`config.mk`:
```
export PLATFORM = sky130hd
export DESIGN_NAME = lnbc_top
export DESIGN_NICKNAME = d
export VERILOG_FILES = /design/src/verilog/lnbc_pkg.sv /design/src/verilog/lnbc_sync.sv /design/src/verilog/lnbc_tone_osc.sv /design/src/verilog/lnbc_top.sv
export SDC_FILE = /design/constraint.sdc
export NUM_CORES = 1
export LEC_CHECK = 0
export BUFFER_PORTS_ARGS = -buffer_cell sky130_fd_sc_hd__buf_2
export CAP_MARGIN = 10
export CORE_ASPECT_RATIO = 2
export CORE_MARGIN = 2
export CORE_UTILIZATION = 64
export DETAILED_ROUTE_END_ITERATION = 6
export PLACE_DENSITY = 0.85
export SYNTH_ARGS = -nofsm -noshare
export SYNTH_HDL_FRONTEND = slang
export SYNTH_SLANG_ARGS = --single-unit
```
`constraint.sdc`:
```
create_clock -name mclk -period 8.2 [get_ports mclk]
set_input_delay 1.23 -clock mclk [delete_from_list [all_inputs] [get_ports mclk]]
set_output_delay 1.23 -clock mclk [all_outputs]
set_load 0.02 [all_outputs]
```
`src/verilog/lnbc_pkg.sv`:
```
// lnbc_pkg: shared constants and types for the dual supply control block
package lnbc_pkg;
  // clock and tone timing
  localparam int CLK_HZ          = 20000000;
  localparam int TONE_HZ         = 22000;
  localparam int CONV_MULT       = 20;
  localparam int CONV_HALF_CYC   = CLK_HZ / (TONE_HZ * CONV_MULT * 2);
  localparam int TONE_HALF_TICKS = CONV_MULT;
  localparam logic [4:0] CONV_HALF_LAST = 5'(CONV_HALF_CYC - 1);
  localparam logic [4:0] TONE_HALF_LAST = 5'(TONE_HALF_TICKS - 1);

  // serial slave address: upper five bits fixed, low two from straps
  localparam logic [4:0] SLAVE_ADDR_BASE = 5'h04;
  localparam logic [3:0] BITS_PER_BYTE   = 4'h8;

  // register pointers
  localparam logic [1:0] REG_CTL_A  = 2'h0;
  localparam logic [1:0] REG_CTL_B  = 2'h1;
  localparam logic [1:0] REG_STAT_A = 2'h2;
  localparam logic [1:0] REG_STAT_B = 2'h3;

  // control register fields, same layout for both channels
  localparam int CB_EN         = 0;
  localparam int CB_LOW_STEP   = 1;
  localparam int CB_HIGH_STEP  = 2;
  localparam int CB_PIN_DIS    = 3;
  localparam int CB_TONE_CONT  = 4;
  localparam int CB_PASSTHRU   = 5;
  localparam int CB_THRESH     = 6;
  localparam logic [7:0] CTL_RST = 8'h00;

  // status register fields, same layout for both channels
  localparam int SB_OVERCUR  = 0;
  localparam int SB_BACKCUR  = 1;
  localparam int SB_OVERTEMP = 2;
  localparam int SB_ALL_OFF  = 3;
  localparam int SB_TONE_DET = 4;

  typedef enum logic [2:0] {
    I_IDLE = 3'b000,
    I_ADDR = 3'b001,
    I_AACK = 3'b011,
    I_WDAT = 3'b010,
    I_WACK = 3'b110,
    I_RDAT = 3'b111,
    I_RACK = 3'b101
  } lnbc_i2c_st_t;
endpackage

```
`src/verilog/lnbc_sync.sv`:
```
// lnbc_sync: two flop synchroniser for a group of asynchronous levels
`timescale 1ns/1ps
module lnbc_sync #(
  parameter int W = 1
) (
  input  wire logic         mclk,
  input  wire logic         rst_b,
  input  wire logic [W-1:0] d,
  output logic      [W-1:0] q
);
  typedef struct packed {
    logic [W-1:0] s1;
    logic [W-1:0] s2;
  } lnbc_sync_t;

  lnbc_sync_t r_q;
  lnbc_sync_t r_d;

  always_comb begin
    r_d    = r_q;
    r_d.s1 = d;
    r_d.s2 = r_q.s1;
  end

  always_ff @(posedge mclk or negedge rst_b) begin
    if (!rst_b) begin
      r_q <= '0;
    end else begin
      r_q <= r_d;
    end
  end

  assign q = r_q.s2;
endmodule // lnbc_sync

```
`src/verilog/lnbc_tone_osc.sv`:
```
// lnbc_tone_osc: shared oscillator, converter clock at twenty times the tone
`timescale 1ns/1ps
module lnbc_tone_osc (
  input  wire logic mclk,
  input  wire logic rst_b,
  output logic      conv_clk,
  output logic      tone
);
  typedef struct packed {
    logic [4:0] cnt;
    logic       conv;
    logic [4:0] tick;
    logic       tone;
  } lnbc_osc_t;

  lnbc_osc_t o_q;
  lnbc_osc_t o_d;

  always_comb begin
    o_d = o_q;
    if (o_q.cnt == lnbc_pkg::CONV_HALF_LAST) begin
      o_d.cnt  = 5'h00;
      o_d.conv = !o_q.conv;
      // tone toggles once per twenty converter half periods
      if (o_q.tick == lnbc_pkg::TONE_HALF_LAST) begin
        o_d.tick = 5'h00;
        o_d.tone = !o_q.tone;
      end else begin
        o_d.tick = o_q.tick + 5'h01;
      end
    end else begin
      o_d.cnt = o_q.cnt + 5'h01;
    end
  end

  always_ff @(posedge mclk or negedge rst_b) begin
    if (!rst_b) begin
      o_q <= '0;
    end else begin
      o_q <= o_d;
    end
  end

  assign conv_clk = o_q.conv;
  assign tone     = o_q.tone;
endmodule // lnbc_tone_osc

```
`src/verilog/lnbc_top.sv`:
```
// lnbc_top: dual channel supply control with serial register slave
`timescale 1ns/1ps
module lnbc_top (
  input  wire logic mclk,
  input  wire logic rst_b,
  input  wire logic scl_in,
  input  wire logic sda_in,
  output logic      sda_out,
  output logic      sda_oe,
  input  wire logic addr_strap_lo,
  input  wire logic addr_strap_hi,
  input  wire logic tone_mod_pin_a,
  input  wire logic tone_mod_pin_b,
  input  wire logic range_sel_pin_a,
  input  wire logic range_sel_pin_b,
  input  wire logic tone_det_in_a,
  input  wire logic tone_det_in_b,
  output logic      tone_det_n_a_o,
  output logic      tone_det_n_a_oe,
  output logic      tone_det_n_b_o,
  output logic      tone_det_n_b_oe,
  input  wire logic tx_indicate_a_in,
  output logic      tx_indicate_a_o,
  output logic      tx_indicate_a_oe,
  input  wire logic tx_indicate_b_in,
  output logic      tx_indicate_b_o,
  output logic      tx_indicate_b_oe,
  input  wire logic overcur_a,
  input  wire logic overcur_b,
  input  wire logic backcur_a,
  input  wire logic backcur_b,
  input  wire logic overtemp,
  output logic      fault_n_out_o,
  output logic      fault_n_out_oe,
  output logic      range_hi_a,
  output logic      range_hi_b,
  output logic      step_up_a,
  output logic      step_up_b,
  output logic      supply_tone_a,
  output logic      supply_tone_b,
  output logic      chan_enable_a,
  output logic      chan_enable_b,
  output logic      boost_conv_a,
  output logic      boost_conv_b,
  output logic      det_thresh_hi_a,
  output logic      det_thresh_hi_b
);
  typedef struct packed {
    lnbc_pkg::lnbc_i2c_st_t st;
    logic [3:0]             cnt;
    logic [7:0]             sh;
    logic                   rw;
    logic                   ptr_ok;
    logic [1:0]             ptr;
    logic                   sda_oe;
    logic                   scl_p;
    logic                   sda_p;
    logic                   nack;
    logic                   strap_ok;
    logic [1:0]             strap;
    logic [1:0][7:0]        ctl;
    logic [1:0]             range_hi;
    logic [1:0]             step_up;
    logic [1:0]             conv_en;
    logic [1:0]             tone_o;
    logic [1:0]             det_oe;
    logic [1:0]             thr_hi;
    logic                   fault;
  } lnbc_state_t;

  lnbc_state_t q;
  lnbc_state_t n;

  logic       rst_q;
  logic [16:0] pin_s;
  logic       scl_s;
  logic       sda_s;
  logic [1:0] strap_s;
  logic [1:0] mod_s;
  logic [1:0] rsel_s;
  logic [1:0] det_s;
  logic [1:0] txi_s;
  logic [1:0] ovc_s;
  logic [1:0] bcf_s;
  logic       otf_s;
  logic       conv_clk;
  logic       tone;
  logic       start_c;
  logic       stop_c;
  logic       rise_c;
  logic       fall_c;
  logic       all_off;
  logic [7:0] rb_cur;
  logic [7:0] rb_next;

  lnbc_sync #(.W(1)) u_rst_sync (
    .mclk  (mclk),
    .rst_b (rst_b),
    .d     (1'b1),
    .q     (rst_q)
  );

  lnbc_sync #(.W(17)) u_pin_sync (
    .mclk  (mclk),
    .rst_b (rst_q),
    .d     ({scl_in, sda_in, addr_strap_hi, addr_strap_lo,
             tone_mod_pin_b, tone_mod_pin_a, range_sel_pin_b, range_sel_pin_a,
             tone_det_in_b, tone_det_in_a, tx_indicate_b_in, tx_indicate_a_in,
             overcur_b, overcur_a, backcur_b, backcur_a, overtemp}),
    .q     (pin_s)
  );

  lnbc_tone_osc u_osc (
    .mclk     (mclk),
    .rst_b    (rst_q),
    .conv_clk (conv_clk),
    .tone     (tone)
  );

  assign {scl_s, sda_s, strap_s, mod_s, rsel_s, det_s, txi_s, ovc_s, bcf_s, otf_s} = pin_s;

  // bus conditions from synchronised levels
  assign start_c = scl_s && q.scl_p && q.sda_p && !sda_s;
  assign stop_c  = scl_s && q.scl_p && !q.sda_p && sda_s;
  assign rise_c  = scl_s && !q.scl_p;
  assign fall_c  = !scl_s && q.scl_p;
  assign all_off = !q.ctl[0][lnbc_pkg::CB_EN] && !q.ctl[1][lnbc_pkg::CB_EN];

  function automatic logic [7:0] rd_byte(input logic [1:0] p, input logic [1:0][7:0] ctl,
                                        input logic [1:0] oc, input logic [1:0] bc,
                                        input logic ot, input logic off, input logic [1:0] dt);
    logic [7:0] r;
    r = 8'h00;
    if (p == lnbc_pkg::REG_CTL_A) begin
      r = ctl[0];
    end else if (p == lnbc_pkg::REG_CTL_B) begin
      r = ctl[1];
    end else begin
      r[lnbc_pkg::SB_OVERCUR]  = oc[p[0]];
      r[lnbc_pkg::SB_BACKCUR]  = bc[p[0]];
      r[lnbc_pkg::SB_OVERTEMP] = ot;
      r[lnbc_pkg::SB_ALL_OFF]  = off;
      r[lnbc_pkg::SB_TONE_DET] = dt[p[0]];
    end
    return r;
  endfunction

  assign rb_cur  = rd_byte(q.ptr, q.ctl, ovc_s, bcf_s, otf_s, all_off, det_s);
  assign rb_next = rd_byte(q.ptr + 2'h1, q.ctl, ovc_s, bcf_s, otf_s, all_off, det_s);

  always_comb begin
    n       = q;
    n.scl_p = scl_s;
    n.sda_p = sda_s;
    // straps caught once, at the first start, when the synchroniser holds them
    if (!q.strap_ok && start_c) begin
      n.strap    = strap_s;
      n.strap_ok = 1'b1;
    end
    if (stop_c) begin
      n.st     = lnbc_pkg::I_IDLE;
      n.sda_oe = 1'b0;
    end else if (start_c) begin
      n.st     = lnbc_pkg::I_ADDR;
      n.cnt    = 4'h0;
      n.sda_oe = 1'b0;
      n.ptr_ok = 1'b0;
    end else begin
      case (q.st)
        lnbc_pkg::I_ADDR: begin
          if (rise_c) begin
            n.sh  = {q.sh[6:0], sda_s};
            n.cnt = q.cnt + 4'h1;
          end else if (fall_c && q.cnt == lnbc_pkg::BITS_PER_BYTE) begin
            if (q.sh[7:1] == {lnbc_pkg::SLAVE_ADDR_BASE, q.strap}) begin
              n.st     = lnbc_pkg::I_AACK;
              n.sda_oe = 1'b1;
              n.rw     = q.sh[0];
            end else begin
              n.st = lnbc_pkg::I_IDLE;
            end
          end
        end
        lnbc_pkg::I_AACK: begin
          if (fall_c) begin
            n.cnt = q.rw ? 4'h1 : 4'h0;
            if (q.rw) begin
              n.st     = lnbc_pkg::I_RDAT;
              n.sh     = rb_cur;
              n.sda_oe = !rb_cur[7];
            end else begin
              n.st     = lnbc_pkg::I_WDAT;
              n.sda_oe = 1'b0;
            end
          end
        end
        lnbc_pkg::I_WDAT: begin
          if (rise_c) begin
            n.sh  = {q.sh[6:0], sda_s};
            n.cnt = q.cnt + 4'h1;
          end else if (fall_c && q.cnt == lnbc_pkg::BITS_PER_BYTE) begin
            n.st     = lnbc_pkg::I_WACK;
            n.sda_oe = 1'b1;
            if (!q.ptr_ok) begin
              n.ptr    = q.sh[1:0];
              n.ptr_ok = 1'b1;
            end else begin
              // status registers are read only
              if (!q.ptr[1]) begin
                n.ctl[q.ptr[0]] = q.sh;
              end
              n.ptr = q.ptr + 2'h1;
            end
          end
        end
        lnbc_pkg::I_WACK: begin
          if (fall_c) begin
            n.st     = lnbc_pkg::I_WDAT;
            n.sda_oe = 1'b0;
            n.cnt    = 4'h0;
          end
        end
        lnbc_pkg::I_RDAT: begin
          if (fall_c) begin
            if (q.cnt == lnbc_pkg::BITS_PER_BYTE) begin
              n.st     = lnbc_pkg::I_RACK;
              n.sda_oe = 1'b0;
            end else begin
              n.sda_oe = !q.sh[3'd7 - q.cnt[2:0]];
              n.cnt    = q.cnt + 4'h1;
            end
          end
        end
        lnbc_pkg::I_RACK: begin
          if (rise_c) begin
            n.nack = sda_s;
          end else if (fall_c) begin
            if (q.nack) begin
              n.st = lnbc_pkg::I_IDLE;
            end else begin
              n.st     = lnbc_pkg::I_RDAT;
              n.ptr    = q.ptr + 2'h1;
              n.sh     = rb_next;
              n.sda_oe = !rb_next[7];
              n.cnt    = 4'h1;
            end
          end
        end
        default: begin
          n.sda_oe = 1'b0;
        end
      endcase
    end
    // per channel output control, two independent copies
    for (int i = 0; i < 2; i++) begin
      n.conv_en[i] = q.ctl[i][lnbc_pkg::CB_EN];
      if (!q.ctl[i][lnbc_pkg::CB_PIN_DIS]) begin
        n.range_hi[i] = rsel_s[i];
        n.step_up[i]  = rsel_s[i] ? q.ctl[i][lnbc_pkg::CB_HIGH_STEP] : q.ctl[i][lnbc_pkg::CB_LOW_STEP];
      end else begin
        n.range_hi[i] = q.ctl[i][lnbc_pkg::CB_HIGH_STEP];
        n.step_up[i]  = q.ctl[i][lnbc_pkg::CB_LOW_STEP];
      end
      if (!q.ctl[i][lnbc_pkg::CB_EN]) begin
        n.tone_o[i] = 1'b0;
      end else if (q.ctl[i][lnbc_pkg::CB_TONE_CONT]) begin
        n.tone_o[i] = tone;
      end else if (q.ctl[i][lnbc_pkg::CB_PASSTHRU]) begin
        n.tone_o[i] = mod_s[i];
      end else begin
        n.tone_o[i] = mod_s[i] && tone;
      end
      n.det_oe[i] = det_s[i];
      n.thr_hi[i] = q.ctl[i][lnbc_pkg::CB_THRESH] || txi_s[i];
    end
    n.fault = (|ovc_s) || (|bcf_s) || otf_s || all_off;
  end

  always_ff @(posedge mclk or negedge rst_q) begin
    if (!rst_q) begin
      q <= '0;
    end else begin
      q <= n;
    end
  end

  assign sda_out          = 1'b0;
  assign sda_oe           = q.sda_oe;
  assign fault_n_out_o    = 1'b0;
  assign fault_n_out_oe   = q.fault;
  assign tone_det_n_a_o   = 1'b0;
  assign tone_det_n_a_oe  = q.det_oe[0];
  assign tone_det_n_b_o   = 1'b0;
  assign tone_det_n_b_oe  = q.det_oe[1];
  assign tx_indicate_a_o  = 1'b1;
  assign tx_indicate_a_oe = q.ctl[0][lnbc_pkg::CB_THRESH];
  assign tx_indicate_b_o  = 1'b1;
  assign tx_indicate_b_oe = q.ctl[1][lnbc_pkg::CB_THRESH];
  assign range_hi_a       = q.range_hi[0];
  assign range_hi_b       = q.range_hi[1];
  assign step_up_a        = q.step_up[0];
  assign step_up_b        = q.step_up[1];
  assign supply_tone_a    = q.tone_o[0];
  assign supply_tone_b    = q.tone_o[1];
  assign chan_enable_a    = q.conv_en[0];
  assign chan_enable_b    = q.conv_en[1];
  assign boost_conv_a     = conv_clk && q.conv_en[0];
  assign boost_conv_b     = conv_clk && q.conv_en[1];
  assign det_thresh_hi_a  = q.thr_hi[0];
  assign det_thresh_hi_b  = q.thr_hi[1];
endmodule // lnbc_top

```
==> flow_summary_export.csv, run 1 <==
group,metric,value,unit
outcome,status,"finished, final reports clean",
sta,fmax,401,MHz
final_layout,areaGrowthSynthToFinish,11.2,%
detailed_routing,drt-wirelength-per-cell,18.4,um
detailed_routing,drtAntennaViolNets,0,
synth,synthCells,415,
job,max_cap_viol_count,0,
sta,period_share,0.304,
min_path,hp-class,"register to async pin",
global_route,grt_pass1_wl,16400,um
synth,synth.area.top_cells,"dfrtp_1, mux2_2, mux2i_1, ha_1, a21oi_1",
floorplan,die_area,8120,um^2
place,port_buffers,36,
final_layout,antennaDiodeCount,0,
pwr,leakage,2.42,nW
synth,syn_avg_cell_area,11.4,um^2
clock_network,cts_tree,"done",
floorplan,core,7210,um^2
final_layout,final_cell_area,5250,um^2
clock_network,cts.repair.resized,0,
floorplan,start_util,0.655,
clock_network,post_cts_buffers,0,
synth,ys_ff_latch,103,
place,dpl.hpwl,7320,um
sta,hold_violations,0,
synth,yosys-top-cells-count,"dfrtp_1, nand2_1, nor2_1",
clock_network,insertion_delay,0.34,ns
clock_network,clkTransAtPathRegs,0.07,ns
synth,synthesis.area,4720,um^2
pwr,netSwitchingFraction,0.257,
clock_network,clock_path_buffers,2,
synth,ys.flop_type,"dfrtp_1",
floorplan,top_level_ports,43,
synth,synth_top_area_cell,"dfrtp_1",
critical_path,worst-path-buf-inv,0,
synth,synth_edf_count,0,
synth,async_flop_share,1.00,
detailed_routing,dr.first_iter.drc_count,279,
sta,grt_setup_unrepaired,"no",
clock_network,root_buffer,"clkbuf_16",
critical_path,critPathTopFamily,"simple AND/OR/NAND/NOR gates",
sta,worst_pin_slew,0.770,ns
critical_path,cp_max_fo,24,
pwr,combinationalPowerShare,0.091,
detailed_routing,drt-vias-per-instance,6.22,
detailed_routing,drc,0,
pwr,power.internal,0.819,mW
critical_path,arrival,2.72,ns
pwr,power_density,210,nW/um^2
critical_path,slowest_delay,0.80,ns
global_route,antenna_found_initial,0,
critical_path,crit_chain,"or3b_1 -> nor3_2 -> and4_1 -> mux2_1",
final_layout,final_nets,476,
place,gp_congestion,0.882,
synth,synth_cell_types,57,
floorplan,fp.dieW,64.7,um
synth,ys_seq_area_frac,0.546,
clock_network,cts_made_buffers,9,
clock_network,htreeDepth,3,
synth,yosys_warnings,0,
pwr,sequentialPowerShare,0.512,
critical_path,critPathKind,"register to register",
global_route,grt-ovfl-total,0,
sta,finalClockSkew,0.00605,ns
critical_path,critPathSlowestCell,"dfrtp_1",
sta,holdWs,0.291,ns
final_layout,postLayoutCoreUtil,0.728,
pwr,p_sw,0.284,mW
floorplan,die_h,125,um
sta,maxSlewHeadroom,0.481,
global_route,first_global_vias,3388,
detailed_routing,vias,3391,
pwr,power,1.10,mW
critical_path,crit_path_end_kind,"register",
final_layout,drive_above_1_share,0.199,
global_route,grt_max_degree,65,
sta,finalSetupTns,0,ns
synth,yosysMostFrequentCell,"dfrtp_1",
sta,final_max_slew_viol_count,0,
clock_network,clock_sinks,103,
global_route,grtUsageTotal,0.271,
detailed_routing,wirelength,10100,um
pwr,ir_worst_vdd,0.189,mV
floorplan,row_count,44,
synth,synth_top_cell_area_share,0.546,
pwr,pwr-share-clk,0.396,
detailed_routing,dr.pass1.iters,4,
sta,fin_crit,2.49,ns
place,dpl_cell_area,4940,um^2
critical_path,start_kind,"register",
sta,finalSetupViolations,0,
critical_path,worstPathRequired,8.43,ns
clock_network,cts_hold_buf,0,
-- worst register-to-register path, stage by stage (launching register included) --
cell     delay [ns]
dfrtp_1        0.80
or3b_1         0.46
nor3_2         0.22
and4_1         0.52
mux2_1         0.38
-- placed cells by master, fill, tap and decap left out, drive strengths merged, types with 3 or more instances in the layout --
master / instances
dfrtp: 103
buf: 37
mux2: 32
nand2: 27
nor2: 26
o21ai: 22
a21oi: 22
inv: 21
mux2i: 14
o22ai: 11
nand2b: 9
ha: 9
clkbuf: 9
nand3: 8
nor3: 8
xnor2: 7
nor2b: 7
and2: 7
a31oi: 7
conb: 7
a22oi: 6
a211oi: 6
nand4: 4
a32oi: 3
a211o: 3
clkinv: 3
nand3b: 3
-- layout make-up --
type / count / area [um^2]
Sequential cell: 103 / 2580
Multi-Input combinational cell: 279 / 1990
Fill cell: 512 / 1960
Clock buffer: 9 / 225
Timing Repair Buffer: 37 / 188
Tap cell: 92 / 115
Clock inverter: 7 / 87.6
Inverter: 18 / 67.6
-- cells by family after synthesis --
kind of cell | count (synthesis) | share of synthesized area
AO/OA/AOI/OAI | 96 | 0.133
XOR/XNOR | 9 | 0.0167
adder cells (fa/ha/maj) | 10 | 0.0260
buffers and inverters | 38 | 0.0379
flip-flops | 103 | 0.546
multiplexers | 48 | 0.115
other | 2 | 0.00159
AND/OR/NAND/NOR | 109 | 0.124
-- stage by stage --
stage | std cells | setup WS (ns)
after CTS | 545 | 5.74
after detailed placement | 529 | 5.79
after floorplan | 420 | 5.12
after global routing | 545 | 5.56
after global placement | 529 | 5.86
final | 545 | 5.71
-- worst paths after layout --
| kind | to | cells past startpoint | from | slack [ns] |
|---|---|---|---|---|
| min in group mclk | u_pin_sync.q[13] | 0 | u_pin_sync.r_d[13] | 0.35 |
| min | u_pin_sync.q[1] | 0 | u_rst_sync.q | 0.29 |
| max in group asynchronous | q[51] | 1 | u_rst_sync.q | 6.77 |
| max | q[18] | 4 | q[53] | 5.71 |
| min reg2reg | u_pin_sync.q[1] | 0 | u_rst_sync.q | 0.29 |
| max reg2reg | q[18] | 4 | q[53] | 5.71 |
-- sequential cells by signal (all words and copies together), names as in the netlist, 2 cells and up --
name	flops
n	2
u_pin_sync.r_d	17
u_osc.o_q	10
u_pin_sync.q	17
q	37
-- per-layer routing --
metal / up-vias / GRT usage / share of wire
li1: 1553 / - / -
met1: 1714 / 0.299 / 0.36
met2: 88 / 0.464 / 0.55
met3: 36 / 0.0432 / 0.034
met4: 0 / 0.185 / 0.055
met5: - / 0 / 0
-- power by group through the flow --
| stage | Clock (mW) | Combinational, mW | Sequential [mW] |
|---|---|---|---|
| finish | 0.437 | 0.101 | 0.565 |
| global route | 0.465 | 0.113 | 0.570 |
| CTS | 0.445 | 0.102 | 0.564 |
| detailed placement | 0 | 0.101 | 0.574 |
| global placement | 0 | 0.0955 | 0.572 |
| floorplan | 0 | 0.0731 | 0.571 |
Power figures use the tool's default switching activity.
==> run 2, diff against run 1 <==
--- a/config.mk
+++ b/config.mk
@@ -9,9 +9,9 @@
 export CAP_MARGIN = 10
 export CORE_ASPECT_RATIO = 2
 export CORE_MARGIN = 2
-export CORE_UTILIZATION = 64
+export CORE_UTILIZATION = 59
 export DETAILED_ROUTE_END_ITERATION = 6
-export PLACE_DENSITY = 0.85
+export PLACE_DENSITY = 0.79
 export SYNTH_ARGS = -nofsm -noshare
 export SYNTH_HDL_FRONTEND = slang
 export SYNTH_SLANG_ARGS = --single-unit
==> constraint.sdc (replaced) <==
create_clock -name mclk -period 2.3 [get_ports mclk]
set_input_delay 0.345 -clock mclk [delete_from_list [all_inputs] [get_ports mclk]]
set_output_delay 0.345 -clock mclk [all_outputs]
set_load 0.02 [all_outputs]
==> flow_summary_export.csv, run 2 (synthesis results as in run 1) <==
group,metric,value,unit
sta,worst_pin_slew,0.618,ns
place,dpl_cell_area,5100,um^2
clock_network,insertion_delay,0.35,ns
floorplan,die_h,131,um
sta,hold_violations,0,
final_layout,largest_reg_flops,37,
pwr,power,3.90,mW
final_layout,final_nets,497,
sta,grt_setup_unrepaired,"no",
final_layout,max_flop_register,"q",
detailed_routing,wl_met3,443,um
detailed_routing,vias,3321,
final_layout,areaGrowthSynthToFinish,14.4,%
detailed_routing,drt-vias-per-instance,5.83,
detailed_routing,dr.first_iter.drc_count,259,
global_route,antenna_found_initial,0,
global_route,grt_max_degree,41,
detailed_routing,drc,0,
critical_path,critPathKind,"register to register",
clock_network,clock_sinks,103,
place,dpl.hpwl,7000,um
pwr,ir_worst_vdd,0.731,mV
sta,finalSetupViolations,0,
outcome,status,"finished, final reports clean",
clock_network,cts_made_buffers,9,
global_route,grt_pass1_wl,16200,um
detailed_routing,drt-met1-wl,4140,um
critical_path,path_depth,8,
job,max_cap_viol_count,0,
clock_network,post_cts_buffers,0,
clock_network,cts.repair.resized,0,
sta,finalSetupTns,0,ns
detailed_routing,routed.top_layer,"met4",
final_layout,final_cell_area,5410,um^2
final_layout,final_common_cell,"dfrtp_1",
critical_path,cp_max_fo,8,
critical_path,critPathTopFamily,"compound AO/OA/AOI/OAI gates",
clock_network,root_buffer,"clkbuf_16",
critical_path,r2r_cells,8,
clock_network,clkTransAtPathRegs,0.06,ns
global_route,grt-ovfl-total,0,
final_layout,drive_above_1_share,0.226,
detailed_routing,wirelength,9850,um
critical_path,crit_path_end_kind,"register",
floorplan,start_util,0.603,
critical_path,worst-path-buf-inv,2,
floorplan,core,7830,um^2
detailed_routing,drtAntennaViolNets,0,
global_route,first_global_vias,3421,
floorplan,die_area,8780,um^2
sta,fmax,478,MHz
detailed_routing,drt-wirelength-per-cell,17.3,um
min_path,hp-class,"primary input to register",
sta,finalClockSkew,0.00788,ns
sta,final_max_slew_viol_count,0,
sta,holdWs,0.102,ns
sta,fin_crit,2.09,ns
critical_path,regToRegStartpoint,"q[49]",
clock_network,clock_path_buffers,2,
critical_path,startpoint,"q[49]",
critical_path,crit_chain,"inv_1 -> ha_1 -> nand3b_1 -> buf_4 -> o22ai_1 -> a221oi_4 -> a21oi_1 -> a31o_2",
global_route,grtUsageTotal,0.250,
pwr,power_density,721,nW/um^2
critical_path,worstReg2RegEnd,"q[48]",
floorplan,fp.dieW,67.3,um
sta,period_share,0.910,
floorplan,top_level_ports,43,
critical_path,worstPathRequired,2.54,ns
critical_path,cp-endpoint,"q[48]",
sta,maxSlewHeadroom,0.586,
clock_network,cts_hold_buf,1,
clock_network,htreeDepth,3,
place,port_buffers,36,
detailed_routing,dr.pass1.iters,4,
critical_path,critPathSlowestCell,"a221oi_4",
pwr,leakage,2.52,nW
place,gp_congestion,0.898,
detailed_routing,wl_met2,4840,um
clock_network,cts_tree,"done",
floorplan,row_count,46,
final_layout,antennaDiodeCount,0,
critical_path,arrival,2.33,ns
critical_path,slowest_delay,0.45,ns
critical_path,start_kind,"register",
critical_path,r2r_slack,0.21,ns
final_layout,final_cell_mix,"dfrtp_1, buf_2, nand2_1",
==> run 2: cell type report <==
type,count,area [um^2]
Timing Repair Buffer,58,360
Sequential cell,103,2580
Inverter,18,67.6
Clock inverter,4,53.8
Tap cell,96,120
Multi-Input combinational cell,279,1990
Clock buffer,12,236
Fill cell,592,2420
==> run 2: where the power goes <==
group | switching, mW | internal (mW)
Sequential | 0.0884 | 1.90
Clock | 0.645 | 0.850
Combinational | 0.236 | 0.179
==> run 2: through the flow <==
| stage | setup WS (ns) | utilization | std cells |
|---|---|---|---|
| floorplan | 0.286 | - | 420 |
| global placement | 0.275 | 0.652 | 553 |
| detailed placement | 0.231 | 0.652 | 553 |
| CTS | 0.211 | 0.691 | 570 |
| global route | 0.0365 | 0.691 | 570 |
| finish | 0.207 | 0.691 | 570 |
==> run 2: worst min-delay path by stage <==
stage | start | end | slack [ns] | depth (start not counted)
floorplan | rst_b | u_rst_sync.q | 0.05 | 0
detailed placement | rst_b | u_rst_sync.r_d[0] | 0.14 | 1
CTS | addr_strap_lo | u_pin_sync.r_d[13] | 0.09 | 1
global route | addr_strap_lo | u_pin_sync.r_d[13] | 0.09 | 1
global placement | rst_b | u_rst_sync.r_d[0] | 0.13 | 1
finish | scl_in | u_pin_sync.r_d[16] | 0.10 | 1
==> run 2: metal layers <==
layer / up-vias / global-route usage
li1: 1583 / -
met1: 1603 / 0.321
met2: 105 / 0.396
met3: 30 / 0.0342
met4: 0 / 0.156
met5: - / 0
==> run 3, diff against run 2 <==
--- a/config.mk
+++ b/config.mk
@@ -14,4 +14,5 @@
 export PLACE_DENSITY = 0.79
 export SYNTH_ARGS = -nofsm -noshare
 export SYNTH_HDL_FRONTEND = slang
+export SYNTH_HIERARCHICAL = 1
 export SYNTH_SLANG_ARGS = --single-unit
==> flow_summary_export.csv, run 3 <==
group,metric,value,unit
outcome,status,"finished, final reports clean",
global_route,met1_usage,0.306,
global_route,antenna_found_initial,0,
clock_network,htreeDepth,3,
critical_path,crit_path_end_kind,"register",
critical_path,crit_chain,"inv_1 -> ha_1 -> and3b_2 -> nand4_4 -> or4b_1 -> buf_4 -> mux2_4",
synth,synth_top_cell_area_share,0.518,
sta,worst_pin_slew,0.575,ns
detailed_routing,vias,3795,
detailed_routing,drtAntennaViolNets,0,
pwr,pwr-share-clk,0.392,
sta,finalSetupTns,0,ns
pwr,power_density,645,nW/um^2
synth,synthMuxAreaShare,0.100,
detailed_routing,drc,0,
global_route,grtUsageMet2,0.485,
synth,ys.flop_type,"dfrtp_1",
synth,synth_top_family_by_area,"compound AO/OA/AOI/OAI gates",
global_route,grt_pass1_wl,19500,um
sta,maxSlewHeadroom,0.614,
synth,ys_seq_area_frac,0.518,
critical_path,cp_max_fo,8,
pwr,p_sw,0.938,mW
sta,final_max_slew_viol_count,0,
sta,fmax,456,MHz
synth,synth_xor_xnor_area_share,0.0193,
pwr,leakage,2.64,nW
global_route,busiest_layer,"met2",
clock_network,insertion_delay,0.35,ns
min_path,min_path_cells,1,
floorplan,die_area,9240,um^2
job,max_cap_viol_count,0,
place,dpl.hpwl,8830,um
detailed_routing,dr.first_iter.drc_count,206,
critical_path,worst-path-buf-inv,2,
floorplan,core,8230,um^2
clock_network,cts_made_buffers,9,
final_layout,largest_reg_flops,37,
clock_network,clkTransAtPathRegs,0.07,ns
sta,fin_crit,2.19,ns
clock_network,clock_path_buffers,2,
clock_network,cts.repair.resized,0,
detailed_routing,wirelength,11900,um
final_layout,final_cell_mix,"dfrtp_1, buf_2, nand2_1",
detailed_routing,dr.pass1.iters,4,
global_route,first_global_vias,3983,
place,gp_congestion,0.959,
critical_path,path_depth,7,
clock_network,root_buffer,"clkbuf_16",
synth,async_flop_share,1.00,
final_layout,final_common_cell,"dfrtp_1",
pwr,netSwitchingFraction,0.253,
critical_path,start_kind,"register",
place,port_buffers,36,
pwr,power,3.71,mW
pwr,ir_worst_vdd,0.539,mV
floorplan,fp.dieW,69.0,um
synth,synth_edf_count,0,
synth,yosys_warnings,6,
critical_path,critPathKind,"register to register",
sta,finalSetupViolations,0,
global_route,grtUsageMet3,0.0587,
floorplan,top_level_ports,43,
sta,grt_setup_unrepaired,"no",
final_layout,areaGrowthSynthToFinish,15.6,%
final_layout,antennaDiodeCount,0,
critical_path,critPathTopFamily,"simple AND/OR/NAND/NOR gates",
synth,synth_cell_types,74,
clock_network,clock_sinks,103,
detailed_routing,drt-vias-per-instance,6.22,
clock_network,cts_tree,"done",
synth,synth_top_area_cell,"dfrtp_1",
synth,ys_ff_latch,103,
critical_path,critPathSlowestCell,"or4b_1",
critical_path,worstPathRequired,2.53,ns
pwr,power.internal,2.78,mW
global_route,grt_max_degree,39,
sta,finalClockSkew,0.00763,ns
synth,synthesis.area,4980,um^2
synth,synth_compound_area_frac,0.157,
synth,synthCells,444,
synth,synth_fa_ha_area_frac,0.0249,
floorplan,row_count,47,
sta,period_share,0.954,
critical_path,arrival,2.42,ns
detailed_routing,drt-wirelength-per-cell,19.5,um
floorplan,start_util,0.605,
floorplan,die_h,134,um
pwr,sequentialPowerShare,0.520,
synth,synth.area.top_cells,"dfrtp_1, mux2_4, o21ai_0, mux2_2, nand2_1",
synth,synth-simple-area-share,0.139,
sta,hold_violations,0,
synth,syn_avg_cell_area,11.2,um^2
pwr,combinationalPowerShare,0.087,
global_route,grt-ovfl-total,0,
critical_path,r2r_cells,7,
synth,yosys-top-cells-count,"dfrtp_1, nand2_1, o21ai_0",
final_layout,max_flop_register,"q",
synth,yosysMostFrequentCell,"dfrtp_1",
min_path,hp-class,"primary input to register",
critical_path,slowest_delay,0.52,ns
final_layout,drive_above_1_share,0.256,
global_route,grtUsageTotal,0.292,
final_layout,final_nets,535,
-- run 3: timing repair --
action,CTS,global route
hold endpoints to repair,2,0
endpoints found under the setup margin,0,7
buffers inserted,0,2
hold buffers,1,0
-- run 3: final cells by class --
cell class	count	area (um^2)
sequential	103	2580
fill	618	2480
multi-input combinational	305	2220
timing repair buffer	73	485
clock buffer	9	225
tap	98	123
clock inverter	7	62.6
inverter	15	56.3
-- run 3: worst reg2reg max path: stages (launching register included) --
cell	delay, ns
dfrtp_1	0.38
inv_1	0.10
ha_1	0.17
and3b_2	0.25
nand4_4	0.14
or4b_1	0.52
buf_4	0.21
mux2_4	0.31
-- run 3: cells by family (layout without fill, tap and decap cells) --
family | Yosys count | in the layout
AND/OR/NAND/NOR | 123 | 123
other | 2 | 7
AO/OA/AOI/OAI | 114 | 114
multiplexers | 40 | 40
buffers and inverters | 41 | 104
adder cells (fa/ha/maj) | 10 | 10
flip-flops | 103 | 103
XOR/XNOR | 11 | 11
-- run 3: worst paths after layout --
check                              from                end  slack, ns
min in group asynchronous  u_rst_sync/q          step_up_b       0.30
min reg2reg                u_rst_sync/q          step_up_b       0.30
max reg2reg                       q[48]               n[8]       0.11
min                           backcur_b  u_pin_sync/r_d[2]        0.1
max                               q[48]               n[8]       0.11
max in group asynchronous  u_rst_sync/q   u_pin_sync/q[16]       1.35
-- run 3: layer usage --
layer / up-vias / part of all wire
met5: - / 0
met4: 0 / 0.077
met3: 54 / 0.036
met2: 124 / 0.55
met1: 1894 / 0.34
li1: 1723 / -
-- run 3: power groups by stage --
stage / combinational, mW / clock, mW / sequential, mW
3_5_place_dp: 0.324 / 0 / 1.97
2_1_floorplan: 0.198 / 0 / 1.98
3_3_place_gp: 0.317 / 0 / 1.96
4_1_cts: 0.326 / 1.49 / 1.93
5_1_grt: 0.362 / 1.57 / 1.94
6_report: 0.325 / 1.46 / 1.93
-- run 3: through the flow --
step,std cells,setup WS (ns),cell area (um^2),util,hold slack [ns]
2_1_floorplan,449,0.121,5000,-,0.0494
3_3_place_gp,591,0.147,5440,0.661,0.130
3_5_place_dp,591,0.120,5440,0.661,0.131
4_1_cts,608,0.0947,5740,0.697,0.0940
5_1_grt,610,0.0146,5760,0.699,0.0827
6_report,610,0.107,5760,0.699,0.0993
